<file path="src/hw/maccs_params.svh">
// Behaviour
// - Single-product mode multiplies two signed 18-bit operands into a 36-bit product.
// - Dual mode adds two 9x9 cross products, scaled by two to the ninth.
// - Add mode result is product plus C plus D plus carry_input.
// - Two-operand forms use product with C or D; three-operand uses both.
// - Subtract mode result is C plus D plus carry_input minus product.
// - A, B, C, P and control registers are each bypassable.
// - Each register holds its value while its enable is low and both its clears are high.
// - cascade_in reaches the D selection with no register.
// - Result drives cascade_out; chains run left to right into cascade_in.
// - overflow_flag rises when the 44-bit add or subtract overflows.
// - With both selects low operand D is zero.
// - cascade_select high picks cascade_in, optionally shifted right arithmetically.
// - loopback_select alone picks the stored result register, optionally shifted.
// - shift17_enable shifts the chosen D operand right arithmetically by 17.
// - carry_input is the adder carry-in; C is a dynamic operand.
// - Upper clock serves upper halves, overflow and controls; lower serves lower halves. Here the single mclk clocks both.
// - Each half register has async clear, sync clear, enable and bypass.
`ifndef MACCS_PARAMS_SVH
`define MACCS_PARAMS_SVH

`define MACCS_W_AB    18
`define MACCS_W_HALF  9
`define MACCS_W_PROD  36
`define MACCS_W_P     44
`define MACCS_W_SUM   46
`define MACCS_P_SPLIT 18
`define MACCS_SHIFT   17
`define MACCS_DOT_EXP 9
`define MACCS_W_CTL   4

`endif

</file>
<file path="src/hw/maccs_pkg.sv">
package maccs_pkg;
   typedef logic [43:0] maccs_word_t;
   typedef enum logic [2:0] {
      MACCS_D_ZERO    = 3'b001,
      MACCS_D_CASCADE = 3'b010,
      MACCS_D_LOOP    = 3'b100
   } maccs_dsrc_e;
endpackage

</file>
<file path="src/hw/maccs_rctl_if.sv">
`timescale 1ns/1ps
interface maccs_rctl_if;
   logic arst_n;
   logic srst_n;
   logic en;
   logic bypass;
   modport source (output arst_n, output srst_n, output en, output bypass);
   modport sink   (input arst_n, input srst_n, input en, input bypass);
endinterface

</file>
<file path="src/hw/maccs_reg.sv">
`timescale 1ns/1ps
module maccs_reg #(
   parameter int W = 9
) (
   // Clock and global reset
   input  wire logic         clk,
   input  wire logic         rst_n,
   // Register controls
   maccs_rctl_if.sink        ctl,
   // Data
   input  wire logic [W-1:0] d,
   output logic      [W-1:0] q_r,
   output logic      [W-1:0] dout
);
   logic clr_n;

   // The per-register clear is merged with the global reset; both only force zero.
   assign clr_n = rst_n & ctl.arst_n;

   always_ff @(posedge clk or negedge clr_n) begin
      if (!clr_n) begin
         q_r <= '0;
      end else if (!ctl.srst_n) begin
         q_r <= '0;
      end else if (ctl.en) begin
         q_r <= d;
      end
   end

   assign dout = ctl.bypass ? d : q_r;
endmodule

</file>
<file path="src/hw/maccs_slice.sv">
`timescale 1ns/1ps
`include "maccs_params.svh"
module maccs_slice (
   // Clock and reset
   input  wire logic        mclk,
   input  wire logic        rst_n,
   // Operand A, index 1 is the upper half
   input  wire logic [17:0] operand_a,
   input  wire logic [1:0]  operand_a_async_clear_n,
   input  wire logic [1:0]  operand_a_sync_clear_n,
   input  wire logic [1:0]  operand_a_enable,
   input  wire logic [1:0]  operand_a_bypass,
   // Operand B, index 1 is the upper half
   input  wire logic [17:0] operand_b,
   input  wire logic [1:0]  operand_b_async_clear_n,
   input  wire logic [1:0]  operand_b_sync_clear_n,
   input  wire logic [1:0]  operand_b_enable,
   input  wire logic [1:0]  operand_b_bypass,
   // Operand C
   input  wire logic [43:0] operand_c,
   input  wire logic        operand_c_async_clear_n,
   input  wire logic        operand_c_sync_clear_n,
   input  wire logic        operand_c_enable,
   input  wire logic        operand_c_bypass,
   // Control inputs and their register
   input  wire logic        cascade_select,
   input  wire logic        loopback_select,
   input  wire logic        shift17_enable,
   input  wire logic        subtract_select,
   input  wire logic        control_async_clear_n,
   input  wire logic        control_sync_clear_n,
   input  wire logic        control_enable,
   input  wire logic        control_bypass,
   // Static configuration and carry
   input  wire logic        dual_product_mode,
   input  wire logic        carry_input,
   // Cascade chain
   input  wire logic [43:0] cascade_in,
   output logic      [43:0] cascade_out,
   // Result register, index 1 is the upper half with overflow
   input  wire logic [1:0]  result_async_clear_n,
   input  wire logic [1:0]  result_sync_clear_n,
   input  wire logic [1:0]  result_enable,
   input  wire logic [1:0]  result_bypass,
   output logic      [43:0] result,
   output logic             overflow_flag
);
   localparam int WH = `MACCS_W_HALF;
   localparam int WP = `MACCS_W_P;
   localparam int SP = `MACCS_P_SPLIT;

   logic [`MACCS_W_AB-1:0]   a_v;
   logic [`MACCS_W_AB-1:0]   b_v;
   logic [WP-1:0]            c_v;
   logic [WP-1:0]            c_q;
   logic [`MACCS_W_CTL-1:0]  ctl_d;
   logic [`MACCS_W_CTL-1:0]  ctl_v;
   logic [`MACCS_W_CTL-1:0]  ctl_q;
   logic signed [35:0]       prod_norm;
   logic signed [17:0]       dot_p0;
   logic signed [17:0]       dot_p1;
   logic signed [18:0]       dot_sum;
   logic [WP-1:0]            prod_ext;
   logic [WP-1:0]            d_sel;
   logic [WP-1:0]            d_base;
   logic [WP-1:0]            p_stored;
   logic [`MACCS_W_SUM-1:0]  sum_w;
   logic [WP-1:0]            sum_p;
   logic                     ovf_nxt;
   logic [WP-SP:0]           p_hi_d;
   logic [WP-SP:0]           p_hi_q;
   logic [WP-SP:0]           p_hi_v;
   logic [SP-1:0]            p_lo_q;
   logic [SP-1:0]            p_lo_v;
   maccs_pkg::maccs_dsrc_e   d_src;

   //************************************************************
   // Operand half registers
   //************************************************************
   // Both halves run on mclk, so the upper and lower clocks are the same net.
   for (genvar h = 0; h < 2; h++) begin : g_half
      maccs_rctl_if ia ();
      maccs_rctl_if ib ();
      assign ia.arst_n = operand_a_async_clear_n[h];
      assign ia.srst_n = operand_a_sync_clear_n[h];
      assign ia.en     = operand_a_enable[h];
      assign ia.bypass = operand_a_bypass[h];
      assign ib.arst_n = operand_b_async_clear_n[h];
      assign ib.srst_n = operand_b_sync_clear_n[h];
      assign ib.en     = operand_b_enable[h];
      assign ib.bypass = operand_b_bypass[h];

      maccs_reg #(.W(WH)) u_a (
         .clk   (mclk),
         .rst_n (rst_n),
         .ctl   (ia),
         .d     (operand_a[h*WH +: WH]),
         .q_r   (),
         .dout  (a_v[h*WH +: WH])
      );
      maccs_reg #(.W(WH)) u_b (
         .clk   (mclk),
         .rst_n (rst_n),
         .ctl   (ib),
         .d     (operand_b[h*WH +: WH]),
         .q_r   (),
         .dout  (b_v[h*WH +: WH])
      );
   end

   //************************************************************
   // Operand C and control registers
   //************************************************************
   maccs_rctl_if ic ();
   maccs_rctl_if ik ();
   assign ic.arst_n = operand_c_async_clear_n;
   assign ic.srst_n = operand_c_sync_clear_n;
   assign ic.en     = operand_c_enable;
   assign ic.bypass = operand_c_bypass;
   assign ik.arst_n = control_async_clear_n;
   assign ik.srst_n = control_sync_clear_n;
   assign ik.en     = control_enable;
   assign ik.bypass = control_bypass;
   assign ctl_d     = {subtract_select, shift17_enable, loopback_select, cascade_select};

   maccs_reg #(.W(WP)) u_c (
      .clk   (mclk),
      .rst_n (rst_n),
      .ctl   (ic),
      .d     (operand_c),
      .q_r   (c_q),
      .dout  (c_v)
   );
   maccs_reg #(.W(`MACCS_W_CTL)) u_ctl (
      .clk   (mclk),
      .rst_n (rst_n),
      .ctl   (ik),
      .d     (ctl_d),
      .q_r   (ctl_q),
      .dout  (ctl_v)
   );

   //************************************************************
   // Multiplier
   //************************************************************
   assign prod_norm = $signed(a_v) * $signed(b_v);
   assign dot_p0    = $signed(a_v[WH-1:0]) * $signed(b_v[2*WH-1:WH]);
   assign dot_p1    = $signed(a_v[2*WH-1:WH]) * $signed(b_v[WH-1:0]);
   assign dot_sum   = {dot_p0[17], dot_p0} + {dot_p1[17], dot_p1};

   // The mode input is static; changing it mid-stream mixes the two formats.
   assign prod_ext = dual_product_mode ?
                     {{16{dot_sum[18]}}, dot_sum, 9'h000} :
                     {{8{prod_norm[35]}}, prod_norm};

   //************************************************************
   // Operand D selection
   //************************************************************
   // Loopback reads the stored result so a bypassed result cannot form a loop.
   assign p_stored = {p_hi_q[WP-SP-1:0], p_lo_q};

   always_comb begin
      if (ctl_v[0]) begin
         d_src = maccs_pkg::MACCS_D_CASCADE;
      end else if (ctl_v[1]) begin
         d_src = maccs_pkg::MACCS_D_LOOP;
      end else begin
         d_src = maccs_pkg::MACCS_D_ZERO;
      end
   end

   always_comb begin
      case (d_src)
         maccs_pkg::MACCS_D_CASCADE: begin
            d_base = cascade_in;
         end
         maccs_pkg::MACCS_D_LOOP: begin
            d_base = p_stored;
         end
         default: begin
            d_base = '0;
         end
      endcase
      if (ctl_v[2] && d_src != maccs_pkg::MACCS_D_ZERO) begin
         d_sel = {{`MACCS_SHIFT{d_base[WP-1]}}, d_base[WP-1:`MACCS_SHIFT]};
      end else begin
         d_sel = d_base;
      end
   end

   //************************************************************
   // Adder and subtractor
   //************************************************************
   // Two guard bits make every overflow visible in the top three sum bits.
   always_comb begin
      if (ctl_v[3]) begin
         sum_w = {{2{c_v[WP-1]}}, c_v} + {{2{d_sel[WP-1]}}, d_sel}
               + {45'h0, carry_input} - {{2{prod_ext[WP-1]}}, prod_ext};
      end else begin
         sum_w = {{2{prod_ext[WP-1]}}, prod_ext} + {{2{c_v[WP-1]}}, c_v}
               + {{2{d_sel[WP-1]}}, d_sel} + {45'h0, carry_input};
      end
   end

   assign sum_p   = sum_w[WP-1:0];
   assign ovf_nxt = !((&sum_w[45:43]) || !(|sum_w[45:43]));

   //************************************************************
   // Result registers
   //************************************************************
   maccs_rctl_if iph ();
   maccs_rctl_if ipl ();
   assign iph.arst_n = result_async_clear_n[1];
   assign iph.srst_n = result_sync_clear_n[1];
   assign iph.en     = result_enable[1];
   assign iph.bypass = result_bypass[1];
   assign ipl.arst_n = result_async_clear_n[0];
   assign ipl.srst_n = result_sync_clear_n[0];
   assign ipl.en     = result_enable[0];
   assign ipl.bypass = result_bypass[0];
   assign p_hi_d     = {ovf_nxt, sum_p[WP-1:SP]};

   maccs_reg #(.W(WP-SP+1)) u_p_hi (
      .clk   (mclk),
      .rst_n (rst_n),
      .ctl   (iph),
      .d     (p_hi_d),
      .q_r   (p_hi_q),
      .dout  (p_hi_v)
   );
   maccs_reg #(.W(SP)) u_p_lo (
      .clk   (mclk),
      .rst_n (rst_n),
      .ctl   (ipl),
      .d     (sum_p[SP-1:0]),
      .q_r   (p_lo_q),
      .dout  (p_lo_v)
   );

   // Result bit 43 with overflow_flag lets outside logic saturate.
   assign result        = {p_hi_v[WP-SP-1:0], p_lo_v};
   assign overflow_flag = p_hi_v[WP-SP];
   assign cascade_out   = result;

   //************************************************************
   // Checks
   //************************************************************
   normal_product_a: assert property (@(posedge mclk) disable iff (!rst_n)
      !dual_product_mode |-> $signed(prod_ext) == $signed(a_v) * $signed(b_v))
      else $error("normal product wrong");

   dual_product_a: assert property (@(posedge mclk) disable iff (!rst_n)
      dual_product_mode |-> prod_ext[8:0] == 9'h000 &&
      $signed(prod_ext[43:9]) == $signed(dot_p0) + $signed(dot_p1))
      else $error("dual product wrong");

   add_sum_a: assert property (@(posedge mclk) disable iff (!rst_n)
      !ctl_v[3] |-> sum_p == 44'(prod_ext + c_v + d_sel + {43'h0, carry_input}))
      else $error("add result wrong");

   sub_diff_a: assert property (@(posedge mclk) disable iff (!rst_n)
      ctl_v[3] |-> sum_p == 44'(c_v + d_sel + {43'h0, carry_input} - prod_ext))
      else $error("subtract result wrong");

   dsel_zero_a: assert property (@(posedge mclk) disable iff (!rst_n)
      !ctl_v[0] && !ctl_v[1] |-> d_sel == 44'h0)
      else $error("operand d not zero");

   dsel_cascade_a: assert property (@(posedge mclk) disable iff (!rst_n)
      ctl_v[0] |-> d_sel == (ctl_v[2] ? 44'($signed(cascade_in) >>> 17) : cascade_in))
      else $error("operand d not cascade");

   dsel_loop_a: assert property (@(posedge mclk) disable iff (!rst_n)
      !ctl_v[0] && ctl_v[1] |-> d_sel == (ctl_v[2] ? 44'($signed(p_stored) >>> 17) : p_stored))
      else $error("operand d not loopback");

   p_load_a: assert property (@(posedge mclk) disable iff (!rst_n)
      result_enable[1] && result_sync_clear_n[1] && result_async_clear_n[1] &&
      !result_bypass[1] ##1 result_async_clear_n[1] && !result_bypass[1]
      |-> result[43:18] == $past(sum_p[43:18]) && overflow_flag == $past(ovf_nxt))
      else $error("result upper half not loaded");

   p_hold_a: assert property (@(posedge mclk) disable iff (!rst_n)
      !result_enable[0] && result_sync_clear_n[0] && result_async_clear_n[0]
      ##1 result_async_clear_n[0] |-> $stable(p_lo_q))
      else $error("result lower half did not hold");

   sync_clear_a: assert property (@(posedge mclk) disable iff (!rst_n)
      !control_sync_clear_n && control_enable ##1 control_async_clear_n |-> ctl_q == 4'h0)
      else $error("sync clear lost to enable");

   ovf_range_a: assert property (@(posedge mclk) disable iff (!rst_n)
      ovf_nxt == ($signed(sum_w) > 46'sh7ff_ffff_ffff || $signed(sum_w) < -46'sh800_0000_0000))
      else $error("overflow flag wrong");

   cascade_out_a: assert property (@(posedge mclk) disable iff (!rst_n)
      cascade_out == {p_hi_v[25:0], p_lo_v})
      else $error("cascade out differs from result");

   c_bypass_a: assert property (@(posedge mclk) disable iff (!rst_n)
      operand_c_bypass |-> c_v == operand_c)
      else $error("operand c bypass broken");
endmodule

</file>
<file path="config.mk">
export PLATFORM = sky130hd
export DESIGN_NAME = maccs_slice
export DESIGN_NICKNAME = d
export VERILOG_FILES = /design/src/hw/maccs_pkg.sv /design/src/hw/maccs_rctl_if.sv /design/src/hw/maccs_reg.sv /design/src/hw/maccs_slice.sv
export VERILOG_INCLUDE_DIRS = /design/src /design/src/hw
export SDC_FILE = /design/constraint.sdc
export NUM_CORES = 2
export LEC_CHECK = 0
export BUFFER_PORTS_ARGS = -buffer_cell sky130_fd_sc_hd__buf_4
export CAP_MARGIN = 20
export CORE_ASPECT_RATIO = 1.25
export CORE_UTILIZATION = 45
export DETAILED_ROUTE_END_ITERATION = 12
export PLACE_DENSITY = 0.64
export REMOVE_ABC_BUFFERS = 1
export SLEW_MARGIN = 25
export SYNTH_ARGS = -nofsm -noshare
export SYNTH_HDL_FRONTEND = slang
export SYNTH_SLANG_ARGS = --single-unit
</file>
<file path="constraint.sdc">
create_clock -name mclk -period 18.55 [get_ports mclk]
set_clock_uncertainty 0.15 [all_clocks]
set_input_delay 1.855 -clock mclk [delete_from_list [all_inputs] [get_ports mclk]]
set_output_delay 1.855 -clock mclk [all_outputs]
set_load 0.01 [all_outputs]
</file>
# ---- Word level (Yosys, flattened, before mapping)
# Cells that the tools add are included.
dict set report classes {
  n_addsub 7
  mul 3
  div_mod_pow 0
  n_lt_le_gt_ge 0
  n_eq_ne 11
  shift 0
  muxes 30
  bitwise 8
  reduce_logical 6
}
# op count
set ops {}
lappend ops {{$mux W44} 4}
lappend ops {{$mux W9} 12}
lappend ops {{$add A44 B44 Y45} 2}
lappend ops {{$pmux W44 S2} 1}
lappend ops {{$mux W27} 3}
lappend ops {{$mux W18} 3}
lappend ops {{$add A45 B2 Y46} 1}
lappend ops {{$add A45 B44 Y46} 1}
lappend ops {{$add A46 B1 Y46} 1}
lappend ops {{$mux W46} 1}
lappend ops {{$sub A46 B46 Y46} 1}
lappend ops {{$mux W43} 1}
lappend ops {{$mul A18 B18 Y36} 1}
lappend ops {{$mul A9 B9 Y18} 2}
lappend ops {{$add A18 B18 Y19} 1}
lappend ops {{$ne A2 B1 Y1 const B} 8}
lappend ops {{$mux W4} 3}
lappend ops {{$and A1 B1 Y1} 8}
lappend ops {{$mux W3} 2}
lappend ops {{$eq A3 B2 Y1 const B} 1}
lappend ops {{$eq A3 B3 Y1 const B} 1}
lappend ops {{$ne A3 B1 Y1 const B} 1}
lappend ops {{$reduce_and A3 Y1} 1}
lappend ops {{$reduce_or A3 Y1} 1}
lappend ops {{other kinds (3)} 4}
dict set report word_totals {
  ff_bits 129
  latchBits 0
  mem_bits_rw 0
  mem_bits_ro 0
  inputBits 164
  output_inout_bits 89
  wordCells 73
  mem_count 0
}

# ---- Longest topological paths before layout
dict set report logic_depth {
  ltp_word 16
  ltp_mapped 43
  depth_no_buf 39
}

# ---- Hierarchy
# Synthesis repeated with hierarchy kept, for this count alone.
dict set report unflattened {
  cells_unflattened 3680
  hier_area_um2 33672.3
}
# mod instances cells_each area_each_um2 seq_area_each_um2
set by_module_without_submodules {}
lappend by_module_without_submodules {maccs_slice 1 3120 25969.9 0.0}
lappend by_module_without_submodules {{maccs_reg at u_c} 1 191 2666.3 1101.1}
lappend by_module_without_submodules {{maccs_reg at g_half[0].u_a ...} 4 39 535.5 225.2}
lappend by_module_without_submodules {{maccs_reg at u_p_hi} 1 117 1610.3 675.6}
lappend by_module_without_submodules {{maccs_reg at u_p_lo} 1 78 1056.0 450.4}
lappend by_module_without_submodules {{maccs_reg at u_ctl} 1 18 227.7 100.1}

# ---- Worst setup path before layout
# OpenSTA, ideal clock, no wires.
dict set report synth_timing {
  path_type {input to output}
  from {input port operand_a_bypass[0]}
  to {output port overflow_flag}
  arrival_time_ns 12.209
  required_time_ns 16.545
  slack_ns 4.336
  stages 38
  path_buffers 4
  path_cell_list {clkbuf_1 -> clkbuf_1 -> mux2i_1 -> nor2_1 -> fa_1 -> fa_1 -> inv_1 -> fa_1 -> fa_1 -> inv_1 -> fa_1 -> fa_1 -> fa_1 -> ha_1 -> a21oi_1 -> o21bai_1 -> a21o_1 -> a31o_2 -> [2 not listed] -> o41ai_1 -> xnor2_1 -> nand2_1 -> clkbuf_1 -> o21ai_0 -> fa_1 -> ha_1 -> buf_2 -> and3_1 -> nand4_1 -> or3_1 -> a211o_1 -> a31o_2 -> o21ai_1 -> xnor2_1 -> o22a_1 -> and4_4 -> o31ai_1}
}
dict set report synth_between {
  elab_chain_cells 13
  elab_cells_between_ends 16
  classes_between {5 x add/sub; 2 x mul; 4 x mux; 5 x reduce/logical}
}
# item line_no
set synth_rtl {}
lappend synth_rtl {{from (decl)} maccs_slice.sv:12} ;# input wire logic [1:0] operand_a_bypass,
lappend synth_rtl {{$mux W9 *} maccs_reg.sv:30} ;# assign dout = ctl.bypass ? d : q_r;
lappend synth_rtl {{$mul A9 B9 Y18} maccs_slice.sv:147} ;# assign dot_p0 = $signed(a_v[WH-1:0]) * $signed(b_v[2*WH-1:WH]);
lappend synth_rtl {{$add A18 B18 Y19} maccs_slice.sv:149} ;# assign dot_sum = {dot_p0[17], dot_p0} + {dot_p1[17], dot_p1};
lappend synth_rtl {{$mux W44 *} maccs_slice.sv:152} ;# assign prod_ext = dual_product_mode ?
lappend synth_rtl {{$add A44 B44 Y45} maccs_slice.sv:200} ;# sum_w = {{2{prod_ext[WP-1]}}, prod_ext} + {{2{c_v[WP-1]}}, c_v}
lappend synth_rtl {{$add A45 B44 Y46} maccs_slice.sv:201} ;# + {{2{d_sel[WP-1]}}, d_sel} + {45'h0, carry_input};
lappend synth_rtl {{$add A46 B1 Y46} maccs_slice.sv:201}
lappend synth_rtl {{$mux W46 *} maccs_slice.sv:196} ;# if (ctl_v[3]) begin
lappend synth_rtl {{$reduce_or A3 Y1} maccs_slice.sv:206} ;# assign ovf_nxt = !((&sum_w[45:43]) || !(|sum_w[45:43]));
lappend synth_rtl {{$logic_not A1 Y1} maccs_slice.sv:206}
lappend synth_rtl {{$logic_or A1 B1 Y1 *} maccs_slice.sv:206}
lappend synth_rtl {{$logic_not A1 Y1 *} maccs_slice.sv:206}
lappend synth_rtl {{$mux W27 *} maccs_reg.sv:30}
lappend synth_rtl {{to (decl)} maccs_slice.sv:46} ;# output logic overflow_flag
# Every way passes the cells marked *; elsewhere a longest branch is shown, timed or not.

# ---- Final worst setup path
dict set report layout_timing {
  from {input port operand_b_bypass[1]}
  to {output port overflow_flag}
}
dict set report layout_between {
  elab_chain_cells 13
  elab_cells_between_ends 16
  classes_between {5 x add/sub; 2 x mul; 4 x mux; 5 x reduce/logical}
}
# item line_no
set layout_rtl {}
lappend layout_rtl {{from (decl)} maccs_slice.sv:18} ;# input wire logic [1:0] operand_b_bypass,
lappend layout_rtl {{$mux W9 *} maccs_reg.sv:30}
lappend layout_rtl {{$mul A9 B9 Y18} maccs_slice.sv:147}
lappend layout_rtl {{$add A18 B18 Y19} maccs_slice.sv:149}
lappend layout_rtl {{$mux W44 *} maccs_slice.sv:152}
lappend layout_rtl {{$add A44 B44 Y45} maccs_slice.sv:200}
lappend layout_rtl {{$add A45 B44 Y46} maccs_slice.sv:201}
lappend layout_rtl {{$add A46 B1 Y46} maccs_slice.sv:201}
lappend layout_rtl {{$mux W46 *} maccs_slice.sv:196}
lappend layout_rtl {{$reduce_or A3 Y1} maccs_slice.sv:206}
lappend layout_rtl {{$logic_not A1 Y1} maccs_slice.sv:206}
lappend layout_rtl {{$logic_or A1 B1 Y1 *} maccs_slice.sv:206}
lappend layout_rtl {{$logic_not A1 Y1 *} maccs_slice.sv:206}
lappend layout_rtl {{$mux W27 *} maccs_reg.sv:30}
# Marks and branches as above.

==> flow_metrics.env <==
export IMPL_tns_ns=0
export IMPL_rsz0062_at_grt="false"
export IMPL_cts_num_sinks=129
export IMPL_hp_class="flip-flop to flip-flop"
export IMPL_grt_pass1_vias=27200
export IMPL_critical_path_class="primary input to output pin"
export IMPL_vias=25800
export IMPL_period_minus_slack_ns=15.25
export IMPL_die_h_um=301
export IMPL_r2r_slack_ns=7.06
export IMPL_clk_latency_ns=0.51
export IMPL_clk_path_buf_depth=2
export IMPL_rr_endpoint="u_p_hi.q_r[26]"
export IMPL_numCtsBuffers=17
export IMPL_remaining_drc_errors=0
export IMPL_synth_top_area_share_pct=33.2
export IMPL_crit_fanout=17
export IMPL_post_route_period_util_pct=82.2
export IMPL_hold_viol=0
export IMPL_critPathMaxStageDelay_ns=0.57
export IMPL_cts_resized=0
export IMPL_crit_required_ns=16.55
export IMPL_setup_viol=0
export IMPL_drive_gt1_share_pct=10.4
export IMPL_grt_pass1_wl_um=157000
export IMPL_drv_slew=0
export IMPL_ys_ff_latch=129
export IMPL_dr_pass1_iters=7
export IMPL_syn_instance_count=3653
export IMPL_synth_top_cells_by_count="inv_1 (687), fa_1 (533), nor2_1 (322)"
export IMPL_synth_edf_count=0
export IMPL_hp_start="u_p_hi.q_r[26]"
export IMPL_timing_max_cap_violations=0
export IMPL_yosysSeqAreaShare_pct=10.1
export IMPL_status="finished, final reports clean"
export IMPL_syn_area_mm2=0.0321
export IMPL_die_area_mm2=0.0724
export IMPL_cts_hold_buf=0
export IMPL_cp_slowest_cell="fa_1"
export IMPL_syn_mean_instance_area_um2=8.79
export IMPL_wire_per_inst_um=20.9
export IMPL_place_gp_congestion=1.01
export IMPL_nets=4736
export IMPL_ys_flop_type="dfrtp_1"
export IMPL_max_freq_ghz=0.0656
export IMPL_via_per_inst=5.44
export IMPL_ff2ff_path_depth=35
export IMPL_end_kind="output pin"
export IMPL_ys_types=72
export IMPL_worstSetupStartpointType="primary input"
export IMPL_die_w_um=241
export IMPL_totalWireLength_um=98900
export IMPL_num_fill_cells=6908
export IMPL_pin_count=253
export IMPL_antenna_found_initial=0
export IMPL_path_clk_slew_ns=0.06
export IMPL_yosysTopAreaCell="fa_1"
export IMPL_ys_async_sr_fraction_pct=100
export IMPL_cts_htree_levels=4
export IMPL_drt_iter0_markers=1673
export IMPL_grt_usage_pct=28.7
export IMPL_r2r_start="g_half[1].u_b.q_r[8]"
export IMPL_cts_tree="done"
export IMPL_place_hpwl_um=83800
export IMPL_grt_max_degree=59
export IMPL_initial_core_util_pct=45.4
export IMPL_ant_nets=0
export IMPL_core_mm2=0.0706
export IMPL_whs_path_depth=2
export IMPL_hold_path_end="u_p_hi.q_r[26]"
export IMPL_port_buffers=252
export IMPL_overflow=0
export IMPL_synthToLayoutAreaGrowth_pct=9.84
export IMPL_postCtsSetupRepairBufs=0
export IMPL_worstMarginPinSlew_ns=1.00
export IMPL_yosysWarningCount=0
export IMPL_yosys_top_cells_area="fa_1 (33%), dfrtp_1 (10%), ha_1 (9.9%), inv_1 (8.0%), mux2i_1 (5.9%)"
export IMPL_cts_root_buffer="clkbuf_16"
export IMPL_cp_data_arrival_time_ns=13.25
export IMPL_rows=109
export IMPL_synth_most_common_cell="inv_1"
export IMPL_cpMostUsedCell="fa_1"
export IMPL_slew_headroom_pct=32.3
[flip-flops by register name, indices dropped and copies added (netlist names)]
signal and count:
u_p_hi.q_r 27, u_c.q_r 44, u_p_lo.q_r 18, u_ctl.q_r 4, g_half.u_a.q_r 18, g_half.u_b.q_r 18
[how the worst max path moves through the flow]
stage / start / cells after the start / to
after detailed placement: operand_a_bypass[0] / 36 / overflow_flag
final: operand_b_bypass[1] / 37 / overflow_flag
after CTS: operand_a_bypass[0] / 36 / overflow_flag
after global routing: operand_b_bypass[1] / 38 / result[42]
after floorplan: operand_b_bypass[1] / 34 / overflow_flag
after global placement: operand_b_bypass[1] / 37 / result[40]
[critical path: cells and delay by family]
| family | cells | cell delay (ns) |
|---|---|---|
| adders and majority gates | 10 | 4.76 |
| AOI/OAI and AO/OA | 14 | 3.30 |
| and+or+nand+nor | 6 | 1.60 |
| buffers and inverters | 5 | 1.23 |
| xor gates and xnor gates | 1 | 0.25 |
| muxes | 1 | 0.21 |
[logic make-up (layout without fill, tap and decap cells)]
kind of cell,Yosys count,in the layout,share of synthesized area (%)
simple gates,865,865,12.0
buf+inv,861,1005,10.6
fa+ha+maj,788,788,43.2
compound gates,636,636,12.9
mux,238,238,7.62
xor+xnor,136,136,3.71
flops,129,129,10.1
other cells,0,1,0
[area by class of cell]
| cell class | count | area [um2] | area share, % |
|---|---|---|---|
| antenna | 1 | 2.50 | 0.00710 |
| inverter | 689 | 2590 | 7.33 |
| multi-input combinational | 2663 | 25500 | 72.4 |
| sequential | 129 | 3230 | 9.15 |
| timing repair buffer | 284 | 2130 | 6.05 |
| clock inverter | 14 | 168 | 0.475 |
| tap | 943 | 1180 | 3.35 |
| clock buffer | 18 | 439 | 1.25 |
[layer usage]
layer	routed length [um]	track usage, %	share of wire [%]	vias to the layer above
li1	-	-	-	11900
met1	40400	36.9	41	12800
met2	48200	48.0	49	887
met3	5470	3.38	5.5	181
met4	4820	13.2	4.9	0
met5	0	0	0	-
[cells in the final DEF (no fill, tap or decap), types with 26 or more instances in the layout]
cell and n:
fa_1 533, ha_1 255, a211oi_1 26, a21o_1 53
buf_4 284, nor3_1 26, inv_1 687, nand2_1 286
a22o_1 27, xnor2_1 89, dfrtp_1 129, a21oi_1 198
o21ai_0 135, nor2_1 321, mux2i_1 181, mux2_2 50
xor2_1 47, nor2b_1 94, nand3_1 37
[per-stage QoR]
stage	area, um2	cells	utilization [%]	setup slack (ns)	hold WS [ns]
6_report	35300	4741	49.9	3.30	0.375
5_1_grt	35300	4740	49.9	2.70	0.416
4_1_cts	35300	4740	49.9	3.22	0.380
3_5_place_dp	34600	4708	49.0	3.31	0.358
3_3_place_gp	34600	4708	49.0	3.25	0.367
2_1_floorplan	31300	3481	-	4.87	0.328
Power is left out: the tool's default activity adds up to more than one toggle a clock period on the data nets, which glitch-free logic cannot reach.
